[config.mk]
export PLATFORM = sky130hd
export DESIGN_NAME = pmsfr_bank
export DESIGN_NICKNAME = d
export VERILOG_FILES = /design/src/core/pmsfr_pkg.sv /design/src/core/pmsfr_evt_if.sv /design/src/core/pmsfr_sync.sv /design/src/core/pmsfr_capture.sv /design/src/core/pmsfr_bank.sv
export SDC_FILE = /design/constraint.sdc
export NUM_CORES = 1
export LEC_CHECK = 0
export BUFFER_PORTS_ARGS = -buffer_cell sky130_fd_sc_hd__buf_2
export CAP_MARGIN = 10
export CORE_ASPECT_RATIO = 1.5
export CORE_MARGIN = 1.5
export CORE_UTILIZATION = 60
export DETAILED_ROUTE_END_ITERATION = 8
export GPL_TIMING_DRIVEN = 0
export PLACE_DENSITY = 0.84
export SLEW_MARGIN = 20
export SYNTH_ARGS = -nofsm -noshare
export SYNTH_HDL_FRONTEND = slang
export SYNTH_SLANG_ARGS = --single-unit
[constraint.sdc]
create_clock -name mclk -period 2.9 [get_ports mclk]
set_input_delay 0.145 -clock mclk [delete_from_list [all_inputs] [get_ports mclk]]
set_output_delay 0.145 -clock mclk [all_outputs]
set_load 0.01 [all_outputs]
[src/core/pmsfr_pkg.sv]
// power management sfr bank: offsets, field positions, reset values
// assumes an 8-bit sfr bus with 8-bit addresses from the core
package pmsfr_pkg;
  localparam logic [7:0] PMSFR_ADDR_KEY = 8'hC1;
  localparam logic [7:0] PMSFR_ADDR_ADC_START = 8'hD8;
  localparam logic [7:0] PMSFR_ADDR_EVT_EN = 8'hEC;
  localparam logic [7:0] PMSFR_ADDR_PERIPHERAL_CONFIG_STATUS = 8'hF4;
  localparam logic [7:0] PMSFR_ADDR_POLICY = 8'hF5;
  localparam logic [7:0] PMSFR_ADDR_EVT_FLAGS = 8'hF8;
  localparam logic [7:0] PMSFR_ADDR_SCRATCH_A = 8'hFB;
  localparam logic [7:0] PMSFR_ADDR_SCRATCH_B = 8'hFC;
  localparam logic [7:0] PMSFR_ADDR_PIN_CFG = 8'hFF;
  localparam logic [7:0] PMSFR_KEY_UNLOCK = 8'hEA;
  // event flag / enable bit positions
  localparam int PMSFR_BIT_RESTORED = 7;
  localparam int PMSFR_BIT_SUMMARY = 6;
  localparam int PMSFR_BIT_SAG = 5;
  localparam int PMSFR_BIT_BATSW = 1;
  localparam int PMSFR_BIT_SUPLOW = 0;
  // peripheral config bit positions
  localparam int PMSFR_BIT_RXWAKE = 7;
  localparam int PMSFR_BIT_SRC = 6;
  localparam int PMSFR_BIT_MAIN_OK = 5;
  localparam int PMSFR_BIT_PLL_LOCK_FAULT = 4;
  // acknowledge bit of the adc start register
  localparam int PMSFR_BIT_PLL_ACK = 0;
  localparam logic [7:0] PMSFR_EVT_MASK = 8'hA3;
  localparam logic [7:0] PMSFR_RST_ZERO = 8'h00;
  localparam logic [1:0] PMSFR_RST_POLICY = 2'h0;
  localparam logic [1:0] PMSFR_RST_RXFN = 2'h0;
  localparam logic PMSFR_RST_SRC = 1'b1;
  localparam logic PMSFR_RST_MAIN_OK = 1'b1;
  // pin input synchroniser depth
  localparam int PMSFR_SYNC_STAGES = 3;
  typedef enum logic [1:0] {PMSFR_POL_MAIN_LOW, PMSFR_POL_MAIN_OR_SUP, PMSFR_POL_OFF} pmsfr_policy_t;
endpackage : pmsfr_pkg

[src/core/pmsfr_evt_if.sv]
// carrier between the bank and its event-capture submodule
// assumes one clock domain, mclk
`timescale 1ns/1ps
interface pmsfr_evt_if;
  logic [7:0] raw_evt;
  logic [7:0] clr_mask;
  logic [7:0] flags;
  modport bank (output raw_evt, output clr_mask, input flags);
  modport capture (input raw_evt, input clr_mask, output flags);
endinterface : pmsfr_evt_if

[src/core/pmsfr_sync.sv]
// three-stage pin synchroniser; a change counts when stages two and three agree
// assumes an asynchronous input and a free-running mclk
`timescale 1ns/1ps
module pmsfr_sync #(
  parameter int WIDTH = 1,
  parameter logic [WIDTH-1:0] RESET_VAL = '0
) (
  input wire logic mclk,
  input wire logic rst_n,
  input wire logic [WIDTH-1:0] async_in,
  output logic [WIDTH-1:0] stable_out
);
  import pmsfr_pkg::*;
  logic [WIDTH-1:0] s1_reg;
  logic [WIDTH-1:0] s2_reg;
  logic [WIDTH-1:0] s3_reg;
  logic [WIDTH-1:0] hold_reg;

  // shift chain; first stage is read only by the second
  always_ff @(posedge mclk or negedge rst_n)
  begin
    if (!rst_n)
    begin
      s1_reg <= RESET_VAL;
      s2_reg <= RESET_VAL;
      s3_reg <= RESET_VAL;
    end
    else
    begin
      s1_reg <= async_in;
      s2_reg <= s1_reg;
      s3_reg <= s2_reg;
    end
  end

  // settled value; all stages reset to the idle level so no false edge follows reset
  always_ff @(posedge mclk or negedge rst_n)
  begin
    if (!rst_n)
    begin
      hold_reg <= RESET_VAL;
    end
    else
    begin
      for (int i = 0; i < WIDTH; i++)
      begin
        if (s2_reg[i] == s3_reg[i])
        begin
          hold_reg[i] <= s3_reg[i];
        end
      end
    end
  end

  assign stable_out = hold_reg;
endmodule : pmsfr_sync

[src/core/pmsfr_capture.sv]
// sticky event flags: set on a raw event, set wins over software clear
// assumes raw events are single-cycle pulses on mclk
`timescale 1ns/1ps
module pmsfr_capture (
  input wire logic mclk,
  input wire logic rst_n,
  pmsfr_evt_if.capture evt
);
  import pmsfr_pkg::*;
  logic [7:0] flag_reg;
  logic [7:0] flag_next;

  // set beats clear so a same-cycle event is never lost
  always_comb
  begin
    flag_next = ((flag_reg & ~evt.clr_mask) | evt.raw_evt) & PMSFR_EVT_MASK;
  end

  always_ff @(posedge mclk or negedge rst_n)
  begin
    if (!rst_n)
    begin
      flag_reg <= PMSFR_RST_ZERO;
    end
    else
    begin
      flag_reg <= flag_next;
    end
  end

  assign evt.flags = flag_reg;
endmodule : pmsfr_capture

[src/core/pmsfr_bank.sv]
// power management sfr bank: flags, enables, switchover policy,
// peripheral config/status, pin-config key guard and two scratch pads
// assumes a single-cycle sfr bus from the core on mclk; analog status
// arrives asynchronously and passes the three-stage synchroniser
`timescale 1ns/1ps

module pmsfr_bank (
  input wire logic mclk,
  input wire logic rst_n,
  input wire logic por_n,
  input wire logic [7:0] sfr_addr,
  input wire logic sfr_wr,
  input wire logic sfr_rd,
  input wire logic [7:0] sfr_wdata,
  output logic [7:0] sfr_rdata,
  input wire logic switched_supply_source_in,
  input wire logic main_supply_ok_in,
  input wire logic voltage_sag_evt,
  input wire logic supervisory_low_in,
  input wire logic pll_unlock_in,
  input wire logic rx_wake_evt,
  output logic [1:0] switchover_policy_sel,
  output logic [1:0] rx_pin_function,
  output logic rx_wake_enable,
  output logic [7:0] pin_function_config,
  output logic power_event_irq
);
  import pmsfr_pkg::*;

  pmsfr_evt_if evt ();

  logic [7:0] unlock_key_reg;
  logic [7:0] power_event_enable_reg;
  logic [1:0] switchover_policy_sel_reg;
  logic [1:0] rx_pin_function_reg;
  logic rx_wake_enable_reg;
  logic [7:0] pin_function_config_reg;
  logic [7:0] retained_scratch_a_reg;
  logic [7:0] retained_scratch_b_reg;
  logic rx_wake_flag_reg;
  logic pll_lock_fault_reg;
  logic [7:0] sfr_rdata_reg;
  logic power_event_irq_reg;
  logic [7:0] raw_evt_next;
  logic [7:0] clr_mask_next;
  logic [7:0] enabled_flags;
  logic pm_summary;
  logic [3:0] pin_sync;
  logic src_prev_reg;
  logic sup_prev_reg;
  logic pll_prev_reg;
  logic sync_valid_reg;

  // one-hot address decode used by the write paths; the read path decodes with a case
  function automatic logic hit(input logic [7:0] addr, input logic [7:0] target);
    hit = (addr == target);
  endfunction : hit

  // analog status crosses in through three synchroniser flops and a hold flop each
  pmsfr_sync #(
    .WIDTH(4),
    .RESET_VAL({1'b0, 1'b0, PMSFR_RST_MAIN_OK, PMSFR_RST_SRC})
  ) u_sync (
    .mclk(mclk),
    .rst_n(rst_n),
    .async_in({pll_unlock_in, supervisory_low_in, main_supply_ok_in, switched_supply_source_in}),
    .stable_out(pin_sync)
  );

  pmsfr_capture u_capture (
    .mclk(mclk),
    .rst_n(rst_n),
    .evt(evt)
  );

  // previous settled levels for edge detection
  always_ff @(posedge mclk or negedge rst_n)
  begin
    if (!rst_n)
    begin
      src_prev_reg <= PMSFR_RST_SRC;
      sup_prev_reg <= 1'b0;
      pll_prev_reg <= 1'b0;
      sync_valid_reg <= 1'b0;
    end
    else
    begin
      src_prev_reg <= pin_sync[0];
      sup_prev_reg <= pin_sync[2];
      pll_prev_reg <= pin_sync[3];
      sync_valid_reg <= 1'b1;
    end
  end

  // enabled events; the summary flag is derived, never stored
  always_comb
  begin
    enabled_flags = evt.flags & power_event_enable_reg & PMSFR_EVT_MASK;
    pm_summary = |enabled_flags;
  end

  // raw event pulses into the sticky flags
  always_comb
  begin
    raw_evt_next = PMSFR_RST_ZERO;
    if (sync_valid_reg)
    begin
      raw_evt_next[PMSFR_BIT_RESTORED] = pin_sync[0] & ~src_prev_reg;
      raw_evt_next[PMSFR_BIT_BATSW] = ~pin_sync[0] & src_prev_reg;
      raw_evt_next[PMSFR_BIT_SUPLOW] = pin_sync[2] & ~sup_prev_reg;
    end
    raw_evt_next[PMSFR_BIT_SAG] = voltage_sag_evt;
  end

  // software clears a flag by writing 0 to it
  always_comb
  begin
    clr_mask_next = PMSFR_RST_ZERO;
    if (sfr_wr && hit(sfr_addr, PMSFR_ADDR_EVT_FLAGS))
    begin
      clr_mask_next = ~sfr_wdata & PMSFR_EVT_MASK;
    end
  end

  assign evt.raw_evt = raw_evt_next;
  assign evt.clr_mask = clr_mask_next;

  // key register; the core is expected to zero it after use
  always_ff @(posedge mclk or negedge rst_n)
  begin
    if (!rst_n)
    begin
      unlock_key_reg <= PMSFR_RST_ZERO;
    end
    else if (sfr_wr && hit(sfr_addr, PMSFR_ADDR_KEY))
    begin
      unlock_key_reg <= sfr_wdata;
    end
  end

  // guarded pin config; writes without the key are dropped silently
  always_ff @(posedge mclk or negedge rst_n)
  begin
    if (!rst_n)
    begin
      pin_function_config_reg <= PMSFR_RST_ZERO;
    end
    else if (sfr_wr && hit(sfr_addr, PMSFR_ADDR_PIN_CFG) && unlock_key_reg == PMSFR_KEY_UNLOCK)
    begin
      pin_function_config_reg <= sfr_wdata;
    end
  end

  // enable register; reserved bits held at zero
  always_ff @(posedge mclk or negedge rst_n)
  begin
    if (!rst_n)
    begin
      power_event_enable_reg <= PMSFR_RST_ZERO;
    end
    else if (sfr_wr && hit(sfr_addr, PMSFR_ADDR_EVT_EN))
    begin
      power_event_enable_reg <= sfr_wdata & PMSFR_EVT_MASK;
    end
  end

  // switchover policy; upper bits are not stored
  always_ff @(posedge mclk or negedge rst_n)
  begin
    if (!rst_n)
    begin
      switchover_policy_sel_reg <= PMSFR_RST_POLICY;
    end
    else if (sfr_wr && hit(sfr_addr, PMSFR_ADDR_POLICY))
    begin
      switchover_policy_sel_reg <= sfr_wdata[1:0];
    end
  end

  // receive pin function field
  always_ff @(posedge mclk or negedge rst_n)
  begin
    if (!rst_n)
    begin
      rx_pin_function_reg <= PMSFR_RST_RXFN;
      rx_wake_enable_reg <= 1'b0;
    end
    else if (sfr_wr && hit(sfr_addr, PMSFR_ADDR_PERIPHERAL_CONFIG_STATUS))
    begin
      rx_pin_function_reg <= sfr_wdata[1:0];
      rx_wake_enable_reg <= (sfr_wdata[1:0] == 2'h3);
    end
  end

  // wake flag only when rx wake mode is selected; set wins over clear
  always_ff @(posedge mclk or negedge rst_n)
  begin
    if (!rst_n)
    begin
      rx_wake_flag_reg <= 1'b0;
    end
    else if (rx_wake_evt && rx_pin_function_reg == 2'h3)
    begin
      rx_wake_flag_reg <= 1'b1;
    end
    else if (sfr_wr && hit(sfr_addr, PMSFR_ADDR_PERIPHERAL_CONFIG_STATUS) && !sfr_wdata[PMSFR_BIT_RXWAKE])
    begin
      rx_wake_flag_reg <= 1'b0;
    end
  end

  // pll fault sticky until acknowledged through the adc start register
  always_ff @(posedge mclk or negedge rst_n)
  begin
    if (!rst_n)
    begin
      pll_lock_fault_reg <= 1'b0;
    end
    else if (sync_valid_reg && pin_sync[3] && !pll_prev_reg)
    begin
      pll_lock_fault_reg <= 1'b1;
    end
    else if (sfr_wr && hit(sfr_addr, PMSFR_ADDR_ADC_START) && sfr_wdata[PMSFR_BIT_PLL_ACK])
    begin
      pll_lock_fault_reg <= 1'b0;
    end
  end

  // scratch pads live on the power-on reset only, so system resets keep them
  always_ff @(posedge mclk or negedge por_n)
  begin
    if (!por_n)
    begin
      retained_scratch_a_reg <= PMSFR_RST_ZERO;
      retained_scratch_b_reg <= PMSFR_RST_ZERO;
    end
    else if (sfr_wr && hit(sfr_addr, PMSFR_ADDR_SCRATCH_A))
    begin
      retained_scratch_a_reg <= sfr_wdata;
    end
    else if (sfr_wr && hit(sfr_addr, PMSFR_ADDR_SCRATCH_B))
    begin
      retained_scratch_b_reg <= sfr_wdata;
    end
  end

  // registered read data; unmapped and write-only addresses read zero
  always_ff @(posedge mclk or negedge rst_n)
  begin
    if (!rst_n)
    begin
      sfr_rdata_reg <= PMSFR_RST_ZERO;
    end
    else if (sfr_rd)
    begin
      case (sfr_addr)
        PMSFR_ADDR_EVT_FLAGS:
        begin
          sfr_rdata_reg <= evt.flags | {1'b0, pm_summary, 6'h00};
        end
        PMSFR_ADDR_EVT_EN:
        begin
          sfr_rdata_reg <= power_event_enable_reg;
        end
        PMSFR_ADDR_POLICY:
        begin
          sfr_rdata_reg <= {6'h00, switchover_policy_sel_reg};
        end
        PMSFR_ADDR_PERIPHERAL_CONFIG_STATUS:
        begin
          sfr_rdata_reg <= {rx_wake_flag_reg, pin_sync[0], pin_sync[1], pll_lock_fault_reg,
                            2'h0, rx_pin_function_reg};
        end
        PMSFR_ADDR_PIN_CFG:
        begin
          sfr_rdata_reg <= pin_function_config_reg;
        end
        PMSFR_ADDR_KEY:
        begin
          sfr_rdata_reg <= unlock_key_reg;
        end
        PMSFR_ADDR_SCRATCH_A:
        begin
          sfr_rdata_reg <= retained_scratch_a_reg;
        end
        PMSFR_ADDR_SCRATCH_B:
        begin
          sfr_rdata_reg <= retained_scratch_b_reg;
        end
        default:
        begin
          sfr_rdata_reg <= PMSFR_RST_ZERO;
        end
      endcase
    end
  end

  // interrupt request registered so the output comes from a flop
  always_ff @(posedge mclk or negedge rst_n)
  begin
    if (!rst_n)
    begin
      power_event_irq_reg <= 1'b0;
    end
    else
    begin
      power_event_irq_reg <= pm_summary;
    end
  end

  assign sfr_rdata = sfr_rdata_reg;
  assign power_event_irq = power_event_irq_reg;
  assign switchover_policy_sel = switchover_policy_sel_reg;
  assign rx_pin_function = rx_pin_function_reg;
  assign rx_wake_enable = rx_wake_enable_reg;
  assign pin_function_config = pin_function_config_reg;
endmodule : pmsfr_bank

==> run_results.csv <==
group,metric,value,unit
power,power_density,569,mW/mm²
die,die_area,0.00573,mm²
sta,setup_slack,0.932,ns
sta,setup_violations,0,
final_layout,fin_util,0.736,
routing,drc,0,
routing,drtPass1Iterations,5,
critical_path,worst_setup_path_end_kind,"flop",
run,drv_cap,0,
global_route,grt_max_degree,61,
critical_path,start_kind,"flop",
sta,rsz0062_at_grt,"false",
routing,antenna_left,0,
power,p_sw,470,µW
routing,met3_length,392,µm
yosys,synthFlopType,"dfrtp_1",
global_route,grt_pass1_wl,11200,µm
global_route,grtUsageTotal,0.261,
critical_path,reg2reg_depth,5,
hold_path,worstHoldPathCells,3,
routing,met2WireLength,3590,µm
yosys,syn_nets,272,
routing,first_iter_violations,126,
power,p_seq_frac,0.530,
placement,hpwl,4770,µm
power,p_int,1670,µW
routing,vias,2344,
sta,hold_viol,0,
yosys,yosysWarnings,0,
yosys,syn_inst,245,
hold_path,min_path_type,"input pin to flop",
final_layout,fin_cells,380,
power,pwr-share-comb,0.061,
routing,highest_layer,"met4",
die,rows,32,
sta,fmax,508,MHz
critical_path,reg2reg_from,"unlock_key_reg[2]",
critical_path,arrival,2.20,ns
final_layout,nNetsFinal,334,
yosys,avgSynthCellArea,12.9,µm²
clocking,cts_made_buffers,9,
die,start_util,0.618,
yosys,ys_types,44,
global_route,grt_pass1_vias,2202,
sta,period_share,0.679,
die,chipHeight,92.0,µm
sta,fin_crit,1.97,ns
final_layout,final_common_cell,"dfrtp_1",
placement,port_buffers,44,
routing,m1WireLength,2620,µm
global_route,grt-ovfl-total,0,
yosys,yosysTopAreaCell,"dfrtp_1",
power,worst_ir_drop_vdd,0.000493,V
placement,gp_congestion,0.924,
routing,avgRoutedWirePerCell,18.1,µm
clocking,worstSkewPairLatency,0.35,ns
yosys,synth_area,0.00317,mm²
clocking,h-tree-depth,3,
hold_path,min_from,"rx_wake_evt",
yosys,netlist.area_leader.share,0.529,
yosys,synth.area.top_cells,"dfrtp_1 53%, mux2_2 14%, dfstp_2 7.5%",
die,die_w,62.3,µm
routing,viasPerCell,6.17,
sta,whs,0.0302,ns
placement,dp_worst_setup_slack,0.567,ns
final_layout,diodes,0,
final_layout,most-common-layout-cells,"67 x dfrtp_1, 45 x buf_2, 38 x mux2_2, 23 x nand2_1",
sta,skew,0.00929,ns
clocking,cts_buffer_depth,2,
global_route,antenna_found_initial,0,
power,leakagePower,0.00174,µW
clocking,root_buffer,"clkbuf_8",
yosys,synth_edf_count,0,
die,ios,49,
clocking,post_cts_resized,0,
critical_path,path_class,"flop to flop",
sta,tns,0,ns
power,clockPowerShare,0.409,
clocking,clkTransAtPathRegs,0.08,ns
power,swShare,0.219,
yosys,seq_area_frac_synth,0.604,
yosys,async_flop_share,1.00,
final_layout,layout-drive-gt1-share,0.365,
critical_path,worstPathMaxFanout,8,
yosys,yosys_register_bits,76,
final_layout,area_delta_synth_final,19.0,%
placement,placed_cells,357,
critical_path,crit_required,3.13,ns
clocking,cts_num_sinks,76,
sta,slew_headroom,0.482,
routing,wirelength,6870,µm
hold_path,min_to,"rx_wake_flag_reg",
critical_path,regToRegSetupSlack,0.93,ns
die,core-area,0.00512,mm²
critical_path,reg2reg_to,"pin_function_config[4]",
status,run_status,"complete, no violations",
final_layout,fill_cells,367,
sta,tightest_slew,0.768,ns
clocking,cts_tree,"done",
sta,slew_viol_final,0,
==> synthesized netlist by cell type, types with 4 or more instances <==
library cell and number:
inv_1 9, nand2_1 23, mux2_2 38, o21ai_0 10, nor3_1 5, and3_1 4
a22oi_1 8, o22ai_1 8, maj3_1 4, dfrtp_1 67, dfstp_2 9, nor2_1 5
==> worst max-delay path by stage <==
stage | slack (ns) | from | cells past startpoint | to
after floorplan | 1.08 | sfr_addr[4] | 5 | unlock_key_reg[3]
after global placement | 0.61 | sfr_addr[0] | 6 | pll_lock_fault_reg
after detailed placement | 0.57 | sfr_addr[0] | 6 | pll_lock_fault_reg
after CTS | 0.91 | unlock_key_reg[2] | 5 | pin_function_config[4]
after global routing | 0.84 | unlock_key_reg[2] | 5 | pin_function_config[4]
final | 0.93 | unlock_key_reg[2] | 5 | pin_function_config[4]
==> cell families (layout without fill, tap and decap cells) <==
kind of cell,count (synthesis),count (layout),share of synthesized area
flops,76,76,0.604
simple gates,61,61,0.113
compound gates,45,45,0.101
mux,42,42,0.148
buf+inv,16,83,0.0197
fa+ha+maj,4,4,0.0126
other cells,1,1,0.00118
==> metrics by stage <==
step                      total power, µW  area, µm²
after global placement               1270       3470
after CTS                            2150       3760
after detailed placement             1280       3480
after floorplan                      1210       3170
after global routing                 2230       3770
final                                2150       3770
==> routing by layer <==
metal	GRT usage	vias to the layer above
met4	0.122	0
met1	0.309	1178
li1	-	1030
met3	0.0712	22
met2	0.444	114
met5	0	-
==> power by group through the flow <==
stage	clock network [µW]	logic, µW	registers, µW
after floorplan	0	56.3	1150
after global placement	0	118	1150
after detailed placement	0	122	1160
after CTS	888	130	1140
after global routing	939	144	1140
final	877	130	1140
==> what timing repair did <==
| action | in CTS | in global routing |
|---|---|---|
| hold buffers | 7 | 0 |
| endpoints found under the hold margin | 72 | 0 |
| setup buffers | 0 | 0 |
==> worst max-delay path, cell delays in order (launching register included) <==
cell and delay, ns:
dfrtp_1 0.42, nor4bb_1 0.40, nand3_1 0.13, nor3_1 0.20, nand2_1 0.31, mux2_2 0.38
==> layout make-up <==
class | count | area (µm²) | share of cell area
multi-input cells | 153 | 1200 | 0.318
flip-flops and latches | 76 | 1910 | 0.507
plain buffers | 7 | 28.8 | 0.00763
clock inverters | 4 | 73.8 | 0.0196
inverters | 9 | 33.8 | 0.00896
clock buffers | 12 | 145 | 0.0385
repair buffers | 51 | 293 | 0.0776
well taps | 68 | 85.1 | 0.0226
Power figures use the tool's default switching activity.
